**src/rtl/rsq_cfg.svh**
```systemverilog
`ifndef RSQ_CFG_SVH
`define RSQ_CFG_SVH

// ----------------------------------------------------------------
// register byte offsets
// ----------------------------------------------------------------
`define RSQ_OFF_CTRL 4'h0
`define RSQ_OFF_CAUSE 4'h4
`define RSQ_OFF_STATUS 4'h8
`define RSQ_OFF_FETCH 4'hc

// ----------------------------------------------------------------
// control register fields
// ----------------------------------------------------------------
`define RSQ_CTRL_SWRST 0
`define RSQ_CTRL_PORTEN 1
`define RSQ_CTRL_BOOTRAM 2

// ----------------------------------------------------------------
// timing counts, in mclk cycles
// ----------------------------------------------------------------
`define RSQ_CNT_W 10
`define RSQ_DRIVE_CYC 10'd512
`define RSQ_RELEASE_CYC 10'd10
`define RSQ_MASTER_MIN_CYC 3'd4
`define RSQ_TSC_CYC 4'd10
`define RSQ_BUSMON_CYC 10'd64

// ----------------------------------------------------------------
// reset values
// ----------------------------------------------------------------
`define RSQ_IMASK_RST 3'h7
`define RSQ_BANKEXT_RST 12'h000
`define RSQ_VEC_LAST 2'h3

`endif

```
**src/rtl/rsq_pkg.sv**
```systemverilog
package rsq_pkg;

	typedef enum logic [2:0] {
		ST_RUN = 3'b000,
		ST_HOLD = 3'b001,
		ST_DRIVE = 3'b010,
		ST_RELEASE = 3'b011,
		ST_VECTOR = 3'b100,
		ST_DEAD = 3'b101
	} rsq_state_t;

	// one bit per reset source
	typedef struct packed {
		logic sw;
		logic intr;
		logic ext;
		logic por;
	} rsq_cause_t;

	// processor state set up by the master reset line
	typedef struct packed {
		logic [2:0] interruptMaskField;
		logic stopDisable;
		logic saturationModeBit;
		logic [3:0] zBankExtension;
		logic [3:0] stackBankExtension;
		logic [3:0] programBankExtension;
	} rsq_cpu_t;

endpackage

```
**src/rtl/rsq_reset_sequencer.sv**
```systemverilog
`timescale 1ns/1ps
`include "rsq_cfg.svh"

// ----------------------------------------------------------------
// How it works
// ----------------------------------------------------------------
// How it works
// - external reset waits for bus cycle end or the bus monitor timeout
// - latched external reset keeps the pin driven low another 512 cycles
// - internal request drives pin low at least 512 cycles, longer while held
// - after driving, release pin ten cycles, then test; high starts reset processing
// - low at the test drives another 512 cycles and repeats the test
// - system pins go high-Z or inactive while reset is asserted
// - module port pins are high-Z following reset
// - power-on drives both lines until clock lock plus 512 cycles
// - modules reset after clock runs and master reset held four cycles
// - three-state input held about ten cycles forces all drivers high-Z
// - after three-state takes effect only a full restart recovers
// - reset is taken at end of a bus cycle, processing aborted
// - master reset line asserts after request synchronisation
// - master reset sets mask 7, stop-disable, clears saturation and bank extensions
// - condition code bits not named above are left untouched by reset
// - breakpoint input sampled when master reset negates
// - vectors fetched: bank extensions, program counter, stack pointer, index
// - vectors come from internal RAM or boot chip-select external ROM
// - fetch starts at program bank extension joined with program counter
// - cause register sets a bit for every cause present
// - cause register updates at the pin test that finds the pin high, as master reset negates
// - vectors lie in bottom 512 bytes of bank 0, offset from vector number
module rsq_reset_sequencer (
	// clock, reset, enable
	input wire logic mclk,
	input wire logic rst,
	input wire logic clkEn,
	// avalon-mm slave
	input wire logic [3:0] avsAddress,
	input wire logic avsRead,
	input wire logic avsWrite,
	input wire logic [31:0] avsWritedata,
	output logic [31:0] avsReaddata,
	output logic avsWaitrequest,
	// open-drain reset pin and external pins
	input wire logic resetPinIn,
	output logic resetPinOut,
	output logic resetPinOe,
	input wire logic threeStateControl,
	input wire logic breakpointIn_n,
	// on-chip sources
	input wire logic pllLocked,
	input wire logic internalResetReq,
	input wire logic busCycleEnd,
	// reset lines and pin enables
	output logic masterResetLine,
	output logic externalResetLine,
	output logic moduleReset,
	output logic sysPinOe,
	output logic modulePortHiZ,
	// processor state
	output rsq_pkg::rsq_cpu_t cpuState,
	output logic bdmEnable,
	// reset vector fetch
	output logic vecRead,
	output logic [19:0] vecAddr,
	output logic bootChipSelect,
	input wire logic vecAck,
	input wire logic [15:0] vecData,
	output logic fetchStart,
	output logic [19:0] fetchAddr
);

	// ----------------------------------------------------------------
	// functions
	// ----------------------------------------------------------------
	// bank 0 word-sized vectors: displacement is twice the vector number
	function automatic logic [19:0] vecDisp(input logic [7:0] num);
		vecDisp = {11'h000, num, 1'b0};
	endfunction

	function automatic logic isAddr(input logic [3:0] a, input logic [3:0] off);
		isAddr = (a == off);
	endfunction

	// ----------------------------------------------------------------
	// synchronisers
	// ----------------------------------------------------------------
	logic [1:0] pinSync;
	logic [1:0] tscSync;
	logic [1:0] bkptSync;

	always_ff @(posedge mclk) begin
		if (rst) begin
			pinSync <= 2'h3;
			tscSync <= 2'h0;
			bkptSync <= 2'h3;
		end else if (clkEn) begin
			pinSync <= {pinSync[0], resetPinIn};
			tscSync <= {tscSync[0], threeStateControl};
			bkptSync <= {bkptSync[0], breakpointIn_n};
		end
	end

	wire pinHigh = pinSync[1];
	wire tscHigh = tscSync[1];

	// ----------------------------------------------------------------
	// state
	// ----------------------------------------------------------------
	rsq_pkg::rsq_state_t state;
	logic [`RSQ_CNT_W-1:0] cnt;
	logic porActive;
	logic swReq;
	logic portEnable;
	logic bootFromRam;
	logic [3:0] tscCnt;
	logic [2:0] mstrCnt;
	logic [1:0] vecIdx;
	logic [15:0] pcVec;
	rsq_pkg::rsq_cause_t pending;
	rsq_pkg::rsq_cause_t causeReg;

	// ----------------------------------------------------------------
	// decode
	// ----------------------------------------------------------------
	wire busReq = avsRead | avsWrite;
	wire wrTake = avsWrite & ~avsWaitrequest;
	wire wrCtrl = wrTake & isAddr(avsAddress, `RSQ_OFF_CTRL);
	wire reqSeen = ~pinHigh | internalResetReq | swReq;
	wire holdDone = busCycleEnd | (cnt == `RSQ_BUSMON_CYC - 10'd1);
	wire driveMin = (cnt >= `RSQ_DRIVE_CYC - 10'd1);
	wire lockOk = ~porActive | pllLocked;
	// a software request is a one-shot: it buys one drive period, only the internal line or, at power-on, a missing clock lock can stretch it
	wire driveDone = driveMin & lockOk & ~internalResetReq;
	wire relDone = (cnt == `RSQ_RELEASE_CYC - 10'd1);
	wire tscTaken = (tscCnt == `RSQ_TSC_CYC - 4'd1) & tscHigh;
	wire dead = (state == rsq_pkg::ST_DEAD);
	wire inReset = (state == rsq_pkg::ST_DRIVE) | (state == rsq_pkg::ST_RELEASE);
	wire [`RSQ_CNT_W-1:0] cntInc = cnt + 10'd1;
	wire [31:0] statusWord = {16'h0000, 3'h0, porActive, dead, bdmEnable, moduleReset,
		masterResetLine, cpuState.interruptMaskField, cpuState.stopDisable,
		cpuState.saturationModeBit, state};
	wire [31:0] readMux = isAddr(avsAddress, `RSQ_OFF_CTRL) ?
			{29'h0, bootFromRam, portEnable, swReq} :
		isAddr(avsAddress, `RSQ_OFF_CAUSE) ? {28'h0, causeReg} :
		isAddr(avsAddress, `RSQ_OFF_STATUS) ? statusWord :
		isAddr(avsAddress, `RSQ_OFF_FETCH) ? {12'h000, fetchAddr} : 32'h0000_0000;
	rsq_pkg::rsq_cause_t newCause;
	assign newCause = '{sw: swReq, intr: internalResetReq, ext: ~pinHigh, por: 1'b0};

	// ----------------------------------------------------------------
	// bus slave
	// ----------------------------------------------------------------
	// one wait cycle on every access keeps read data a clean flop
	always_ff @(posedge mclk) begin
		if (rst) begin
			avsWaitrequest <= 1'b1;
			avsReaddata <= 32'h0000_0000;
		end else if (clkEn) begin
			avsWaitrequest <= ~(busReq & avsWaitrequest);
			if (avsRead & avsWaitrequest)
				avsReaddata <= readMux;
		end
	end

	always_ff @(posedge mclk) begin
		if (rst) begin
			portEnable <= 1'b0;
			bootFromRam <= 1'b0;
		end else if (clkEn) begin
			if (wrCtrl) begin
				portEnable <= avsWritedata[`RSQ_CTRL_PORTEN];
				bootFromRam <= avsWritedata[`RSQ_CTRL_BOOTRAM];
			end else if (moduleReset) begin
				portEnable <= 1'b0;
			end
		end
	end

	// ----------------------------------------------------------------
	// three-state control
	// ----------------------------------------------------------------
	always_ff @(posedge mclk) begin
		if (rst)
			tscCnt <= 4'h0;
		else if (clkEn)
			tscCnt <= (tscHigh & ~tscTaken) ? tscCnt + 4'd1 : 4'h0;
	end

	// ----------------------------------------------------------------
	// reset sequencer
	// ----------------------------------------------------------------
	always_ff @(posedge mclk) begin
		if (rst) begin
			state <= rsq_pkg::ST_DRIVE;
			cnt <= '0;
			porActive <= 1'b1;
			swReq <= 1'b0;
			pending <= '{sw: 1'b0, intr: 1'b0, ext: 1'b0, por: 1'b1};
			causeReg <= '0;
			masterResetLine <= 1'b1;
			externalResetLine <= 1'b1;
			resetPinOe <= 1'b1;
			vecIdx <= 2'h0;
			fetchStart <= 1'b0;
		end else if (clkEn) begin
			fetchStart <= 1'b0;
			if (wrCtrl & avsWritedata[`RSQ_CTRL_SWRST])
				swReq <= 1'b1;
			if (tscTaken) begin
				state <= rsq_pkg::ST_DEAD;
				resetPinOe <= 1'b0;
			end else begin
				case (state)
					rsq_pkg::ST_RUN: begin
						if (reqSeen) begin
							state <= rsq_pkg::ST_HOLD;
							cnt <= '0;
							pending <= pending | newCause;
						end
					end
					rsq_pkg::ST_HOLD: begin
						cnt <= cntInc;
						pending <= pending | newCause;
						if (holdDone) begin
							state <= rsq_pkg::ST_DRIVE;
							cnt <= '0;
							masterResetLine <= 1'b1;
							externalResetLine <= 1'b1;
							resetPinOe <= 1'b1;
						end
					end
					rsq_pkg::ST_DRIVE: begin
						pending <= pending | rsq_pkg::rsq_cause_t'{sw: swReq, intr: internalResetReq, ext: 1'b0, por: 1'b0};
						if (porActive & ~pllLocked)
							cnt <= '0;
						else if (!driveMin)
							cnt <= cntInc;
						if (driveDone) begin
							state <= rsq_pkg::ST_RELEASE;
							cnt <= '0;
							resetPinOe <= 1'b0;
							// a request written in this very cycle survives the clear
							swReq <= wrCtrl & avsWritedata[`RSQ_CTRL_SWRST];
						end
					end
					rsq_pkg::ST_RELEASE: begin
						cnt <= cntInc;
						if (relDone) begin
							cnt <= '0;
							if (pinHigh) begin
								state <= rsq_pkg::ST_VECTOR;
								causeReg <= pending;
								pending <= '0;
								porActive <= 1'b0;
								masterResetLine <= 1'b0;
								externalResetLine <= 1'b0;
								vecIdx <= 2'h0;
							end else begin
								state <= rsq_pkg::ST_DRIVE;
								resetPinOe <= 1'b1;
								pending.ext <= 1'b1;
							end
						end
					end
					rsq_pkg::ST_VECTOR: begin
						if (vecAck) begin
							vecIdx <= vecIdx + 2'd1;
							if (vecIdx == `RSQ_VEC_LAST) begin
								state <= rsq_pkg::ST_RUN;
								fetchStart <= 1'b1;
							end
						end
					end
					rsq_pkg::ST_DEAD: begin
						resetPinOe <= 1'b0;
					end
					default: begin
						state <= rsq_pkg::ST_DRIVE;
						resetPinOe <= 1'b1;
					end
				endcase
			end
		end
	end

	// ----------------------------------------------------------------
	// processor state and vector loading
	// ----------------------------------------------------------------
	always_ff @(posedge mclk) begin
		if (rst) begin
			cpuState <= '{interruptMaskField: `RSQ_IMASK_RST, stopDisable: 1'b1,
				saturationModeBit: 1'b0, zBankExtension: 4'h0, stackBankExtension: 4'h0,
				programBankExtension: 4'h0};
			pcVec <= 16'h0000;
			fetchAddr <= 20'h00000;
			bdmEnable <= 1'b0;
		end else if (clkEn) begin
			if (masterResetLine) begin
				// other condition code bits are deliberately not touched here
				cpuState.interruptMaskField <= `RSQ_IMASK_RST;
				cpuState.stopDisable <= 1'b1;
				cpuState.saturationModeBit <= 1'b0;
				{cpuState.zBankExtension, cpuState.stackBankExtension,
					cpuState.programBankExtension} <= `RSQ_BANKEXT_RST;
			end
			if ((state == rsq_pkg::ST_RELEASE) & relDone & pinHigh)
				bdmEnable <= ~bkptSync[1];
			if ((state == rsq_pkg::ST_VECTOR) & vecAck) begin
				case (vecIdx)
					2'h0: {cpuState.zBankExtension, cpuState.stackBankExtension,
						cpuState.programBankExtension} <= vecData[11:0];
					2'h1: pcVec <= vecData;
					2'h3: fetchAddr <= {cpuState.programBankExtension, pcVec};
					default: pcVec <= pcVec;
				endcase
			end
		end
	end

	// ----------------------------------------------------------------
	// vector bus requests
	// ----------------------------------------------------------------
	// stack pointer and index words are handed to the core on vecData;
	// only the words this block needs are kept
	always_ff @(posedge mclk) begin
		if (rst) begin
			vecRead <= 1'b0;
			vecAddr <= 20'h00000;
			bootChipSelect <= 1'b0;
		end else if (clkEn) begin
			vecRead <= (state == rsq_pkg::ST_VECTOR) & ~vecAck & ~tscTaken;
			vecAddr <= vecDisp({6'h00, vecIdx} + {7'h00, vecAck});
			bootChipSelect <= (state == rsq_pkg::ST_VECTOR) & ~vecAck & ~bootFromRam & ~tscTaken;
		end
	end

	// ----------------------------------------------------------------
	// module reset and pin enables
	// ----------------------------------------------------------------
	always_ff @(posedge mclk) begin
		if (rst) begin
			mstrCnt <= 3'h0;
			moduleReset <= 1'b0;
			sysPinOe <= 1'b0;
			modulePortHiZ <= 1'b1;
			resetPinOut <= 1'b0;
		end else if (clkEn) begin
			resetPinOut <= 1'b0;
			if (!masterResetLine)
				mstrCnt <= 3'h0;
			else if (pllLocked & (mstrCnt != `RSQ_MASTER_MIN_CYC))
				mstrCnt <= mstrCnt + 3'd1;
			moduleReset <= masterResetLine & (mstrCnt == `RSQ_MASTER_MIN_CYC);
			sysPinOe <= ~masterResetLine & ~inReset & ~dead & ~tscTaken;
			modulePortHiZ <= moduleReset | dead | tscTaken | ~portEnable;
		end
	end

endmodule

```
**config.mk**
```make
export PLATFORM = sky130hd
export DESIGN_NAME = rsq_reset_sequencer
export DESIGN_NICKNAME = d
export VERILOG_FILES = /design/src/rtl/rsq_pkg.sv /design/src/rtl/rsq_reset_sequencer.sv
export VERILOG_INCLUDE_DIRS = /design/src /design/src/rtl
export SDC_FILE = /design/constraint.sdc
export NUM_CORES = 1
export LEC_CHECK = 0
export ABC_AREA = 1
export BUFFER_PORTS_ARGS = -buffer_cell sky130_fd_sc_hd__buf_2
export CAP_MARGIN = 20
export CORE_UTILIZATION = 30
export CTS_CLUSTER_DIAMETER = 40
export DETAILED_ROUTE_END_ITERATION = 12
export HOLD_SLACK_MARGIN = 0.12
export PLACE_DENSITY = 0.58
export SYNTH_ARGS = -nofsm -noshare
export SYNTH_HDL_FRONTEND = slang
export SYNTH_SLANG_ARGS = --single-unit
```
**constraint.sdc**
```tcl
create_clock -name mclk -period 2.58 [get_ports mclk]
set_clock_uncertainty 0.15 [all_clocks]
set_input_delay 0.129 -clock mclk [delete_from_list [all_inputs] [get_ports mclk]]
set_output_delay 0.129 -clock mclk [all_outputs]
set_load 0.005 [all_outputs]
```
==> metrics.txt <==
run status finished clean; DP Area ~6100 sq um; sequential cell area fraction in the yosys report 0.437; synthesized cell area around 5500 sq um; Max Fclk 412 MHz; die area between 15000 and 20000 sq um; gr usage total 0.161; Total Wirelength between 15 and 20 mm; initial antenna violation count 0; total power between 4 and 5 mW; Final Hold Viols 0; Layout Nets approximately 980; row cnt 49; Setup WS pre-CTS approximately 450 ps; FFs w/ async S/R, synth 0; Ports ~170; H-Tree Depth 4; worst hold-check path type in2reg; Core Region 18000 sq um; Power Dens Cells 681 nW/um^2; Gate Count Post-Synth roughly 750; Final ANT Viol Nets 0; Yosys cell types 39; DP HPWL about 11 mm; CTS root buf clkbuf_16; Die X approximately 140 um; Required @ worst endpoint roughly 2700 ps; drt initial violations slightly above 200; unrepaired setup endpoints after global routing no; Synth Warn # 0; setup TNS after final layout 0 ps; total number of vias roughly 5200; CTS tree done; synthesized area per cell 7.37 sq um; drt first pass iters 5; Worst Tran Pin Value between 500 and 600 ps; critical path class in2reg; area of the multi-input gates approximately 2600 sq um; Sequential Area 2420 sq um; Longest Clk Path Bufs 2; Via density 4.54; clock-pin transition on the worst setup and hold timing paths 50 ps; Post-synth EDFFs 0; Primary FF master, synth dfxtp_1; CP Max Fanout 7; Worst-Skew Late Latency roughly 420 ps; port buffer count 100; Setup crit start kind primary input; global placer's final weighted congestion slightly above 0.8; vias in the first global route 4708; largest net degree at the start of global routing between 40 and 50; Setup WS post-layout around 150 ps; Worst EP arrival between 2000 and 3000 ps; DRC 0; final std cell area, no fill 7230 sq um; Die Y between 100 and 150 um; Seq cells post-synth between 100 and 150; Rel. slew slack 0.651; n_diodes 0; worst hold slack between 100 and 150 ps; CTS sink cnt approximately 120; grt ovf 0; maxcap violations 0; Final Max Slew Viols 0; Wirelength per Cell between 10 and 15 um; Leak Pwr roughly 3.3 nW; initial core utilization 0.308; post-route clock period utilization 0.940; final setup violation count 0; min Tclk post-route 2430 ps; CTS buffer count 17; VDD IR max roughly 0.44 mV; Setup crit end kind flop; Area growth syn-to-layout 30.4%; proportion of layout cells with a drive suffix above 1 0.199; first-pass GRT wire length roughly 23 mm; # fillers roughly 2000
## flip-flops by register name (all words and copies together) (netlist names), 3 cells and up
name	cells
pending	4
cpuState	12
fetchAddr	20
avsReaddata	20
vecAddr	3
mstrCnt	3
state	3
causeReg	4
pcVec	16
tscCnt	4
cnt	10
## layout by cell type (no fill, tap or decap), drive strengths merged, types with 4 or more instances in the layout
master	count
inv	65
buf	111
a22oi	11
conb	35
clkbuf	20
nand2	117
o21ai	95
a21oi	53
clkinv	7
ha	11
a31oi	4
xor2	4
dlygate4sd3	52
dfxtp	121
nor2	151
nor3	4
nand4	7
clkinvlp	5
nand3	27
## cells by family (layout without fill, tap and decap cells)
| family | count (synthesis) | after routing | synth area share |
|---|---|---|---|
| compound gates | 169 | 169 | 0.170 |
| xor+xnor | 5 | 5 | 0.00789 |
| fa+ha+maj | 11 | 11 | 0.0248 |
| buf+inv | 133 | 262 | 0.122 |
| flops | 121 | 121 | 0.437 |
| other cells | 2 | 35 | 0.00135 |
| simple gates | 312 | 312 | 0.237 |
## metrics by stage
step                instances   util
finish                   1144  0.401
detailed placement       1059  0.340
CTS                      1144  0.401
global placement         1059  0.340
global route             1144  0.401
floorplan                 786      -
## cells in the mapped netlist, types with 3 or more instances
cell type / n / area (sq um)
inv_2: 6 / 22.5
ha_1: 11 / 138
buf_6: 3 / 33.8
nand3_1: 25 / 125
clkbuf_1: 18 / 67.6
buf_2: 3 / 15.0
buf_4: 40 / 300
a21oi_1: 53 / 265
a22oi_2: 9 / 113
nand2_2: 6 / 37.5
xor2_1: 4 / 35.0
nor2_1: 144 / 541
inv_1: 59 / 221
a31oi_1: 4 / 25.0
o21ai_0: 94 / 470
nor2_2: 5 / 31.3
nand2_1: 111 / 417
dfxtp_1: 121 / 2420
nand4_1: 6 / 37.5
nor3_1: 3 / 15.0
## metal layers
| layer | vias to the layer above | track usage | share of wire |
|---|---|---|---|
| li1 | 2671 | - | - |
| met5 | - | 0 | 0 |
| met1 | 2351 | 0.217 | 0.48 |
| met2 | 146 | 0.244 | 0.45 |
| met3 | 23 | 0.0362 | 0.052 |
| met4 | 0 | 0.0688 | 0.021 |
## path summary, 6_finish.rpt
kind            startpoint  depth (start not counted)  slack (ps)     endpoint
max          avsAddress[2]                         10         150  bootFromRam
min               avsWrite                          5         150   portEnable
max reg2reg       state[2]                         11         250  cpuState[1]
min reg2reg    causeReg[1]                          2         290  causeReg[1]
## worst max-delay path, stage by stage
cell	delay (ps)
dlygate4sd3_1	540
buf_2	140
inv_2	100
nand3_1	110
inv_2	90
nand4_1	160
o21ai_1	170
dlygate4sd3_1	560
nor2_1	40
dlygate4sd3_1	540
## timing repair
action                                 4_1_cts  5_1_grt
endpoints found under the hold margin       82        0
setup buffers                                0        1
resized for setup                            0        6
hold buffers                                53        0
setup endpoints to repair                    0       12
## report_power, final
group          switching [mW]  internal [mW]  total [mW]
Clock                   0.855           1.44        2.29
Sequential             0.0781           1.95        2.03
Combinational           0.375          0.231       0.606
## cell type report
type                            instances  area share
Timing Repair Buffer                  163       0.154
Inverter                               67      0.0351
Clock buffer                           20      0.0618
Tap cell                              229      0.0396
Clock inverter                         12      0.0175
Sequential cell                       121       0.335
Multi-Input combinational cell        532       0.357
Note: power is estimated with default switching activity, not from simulation.
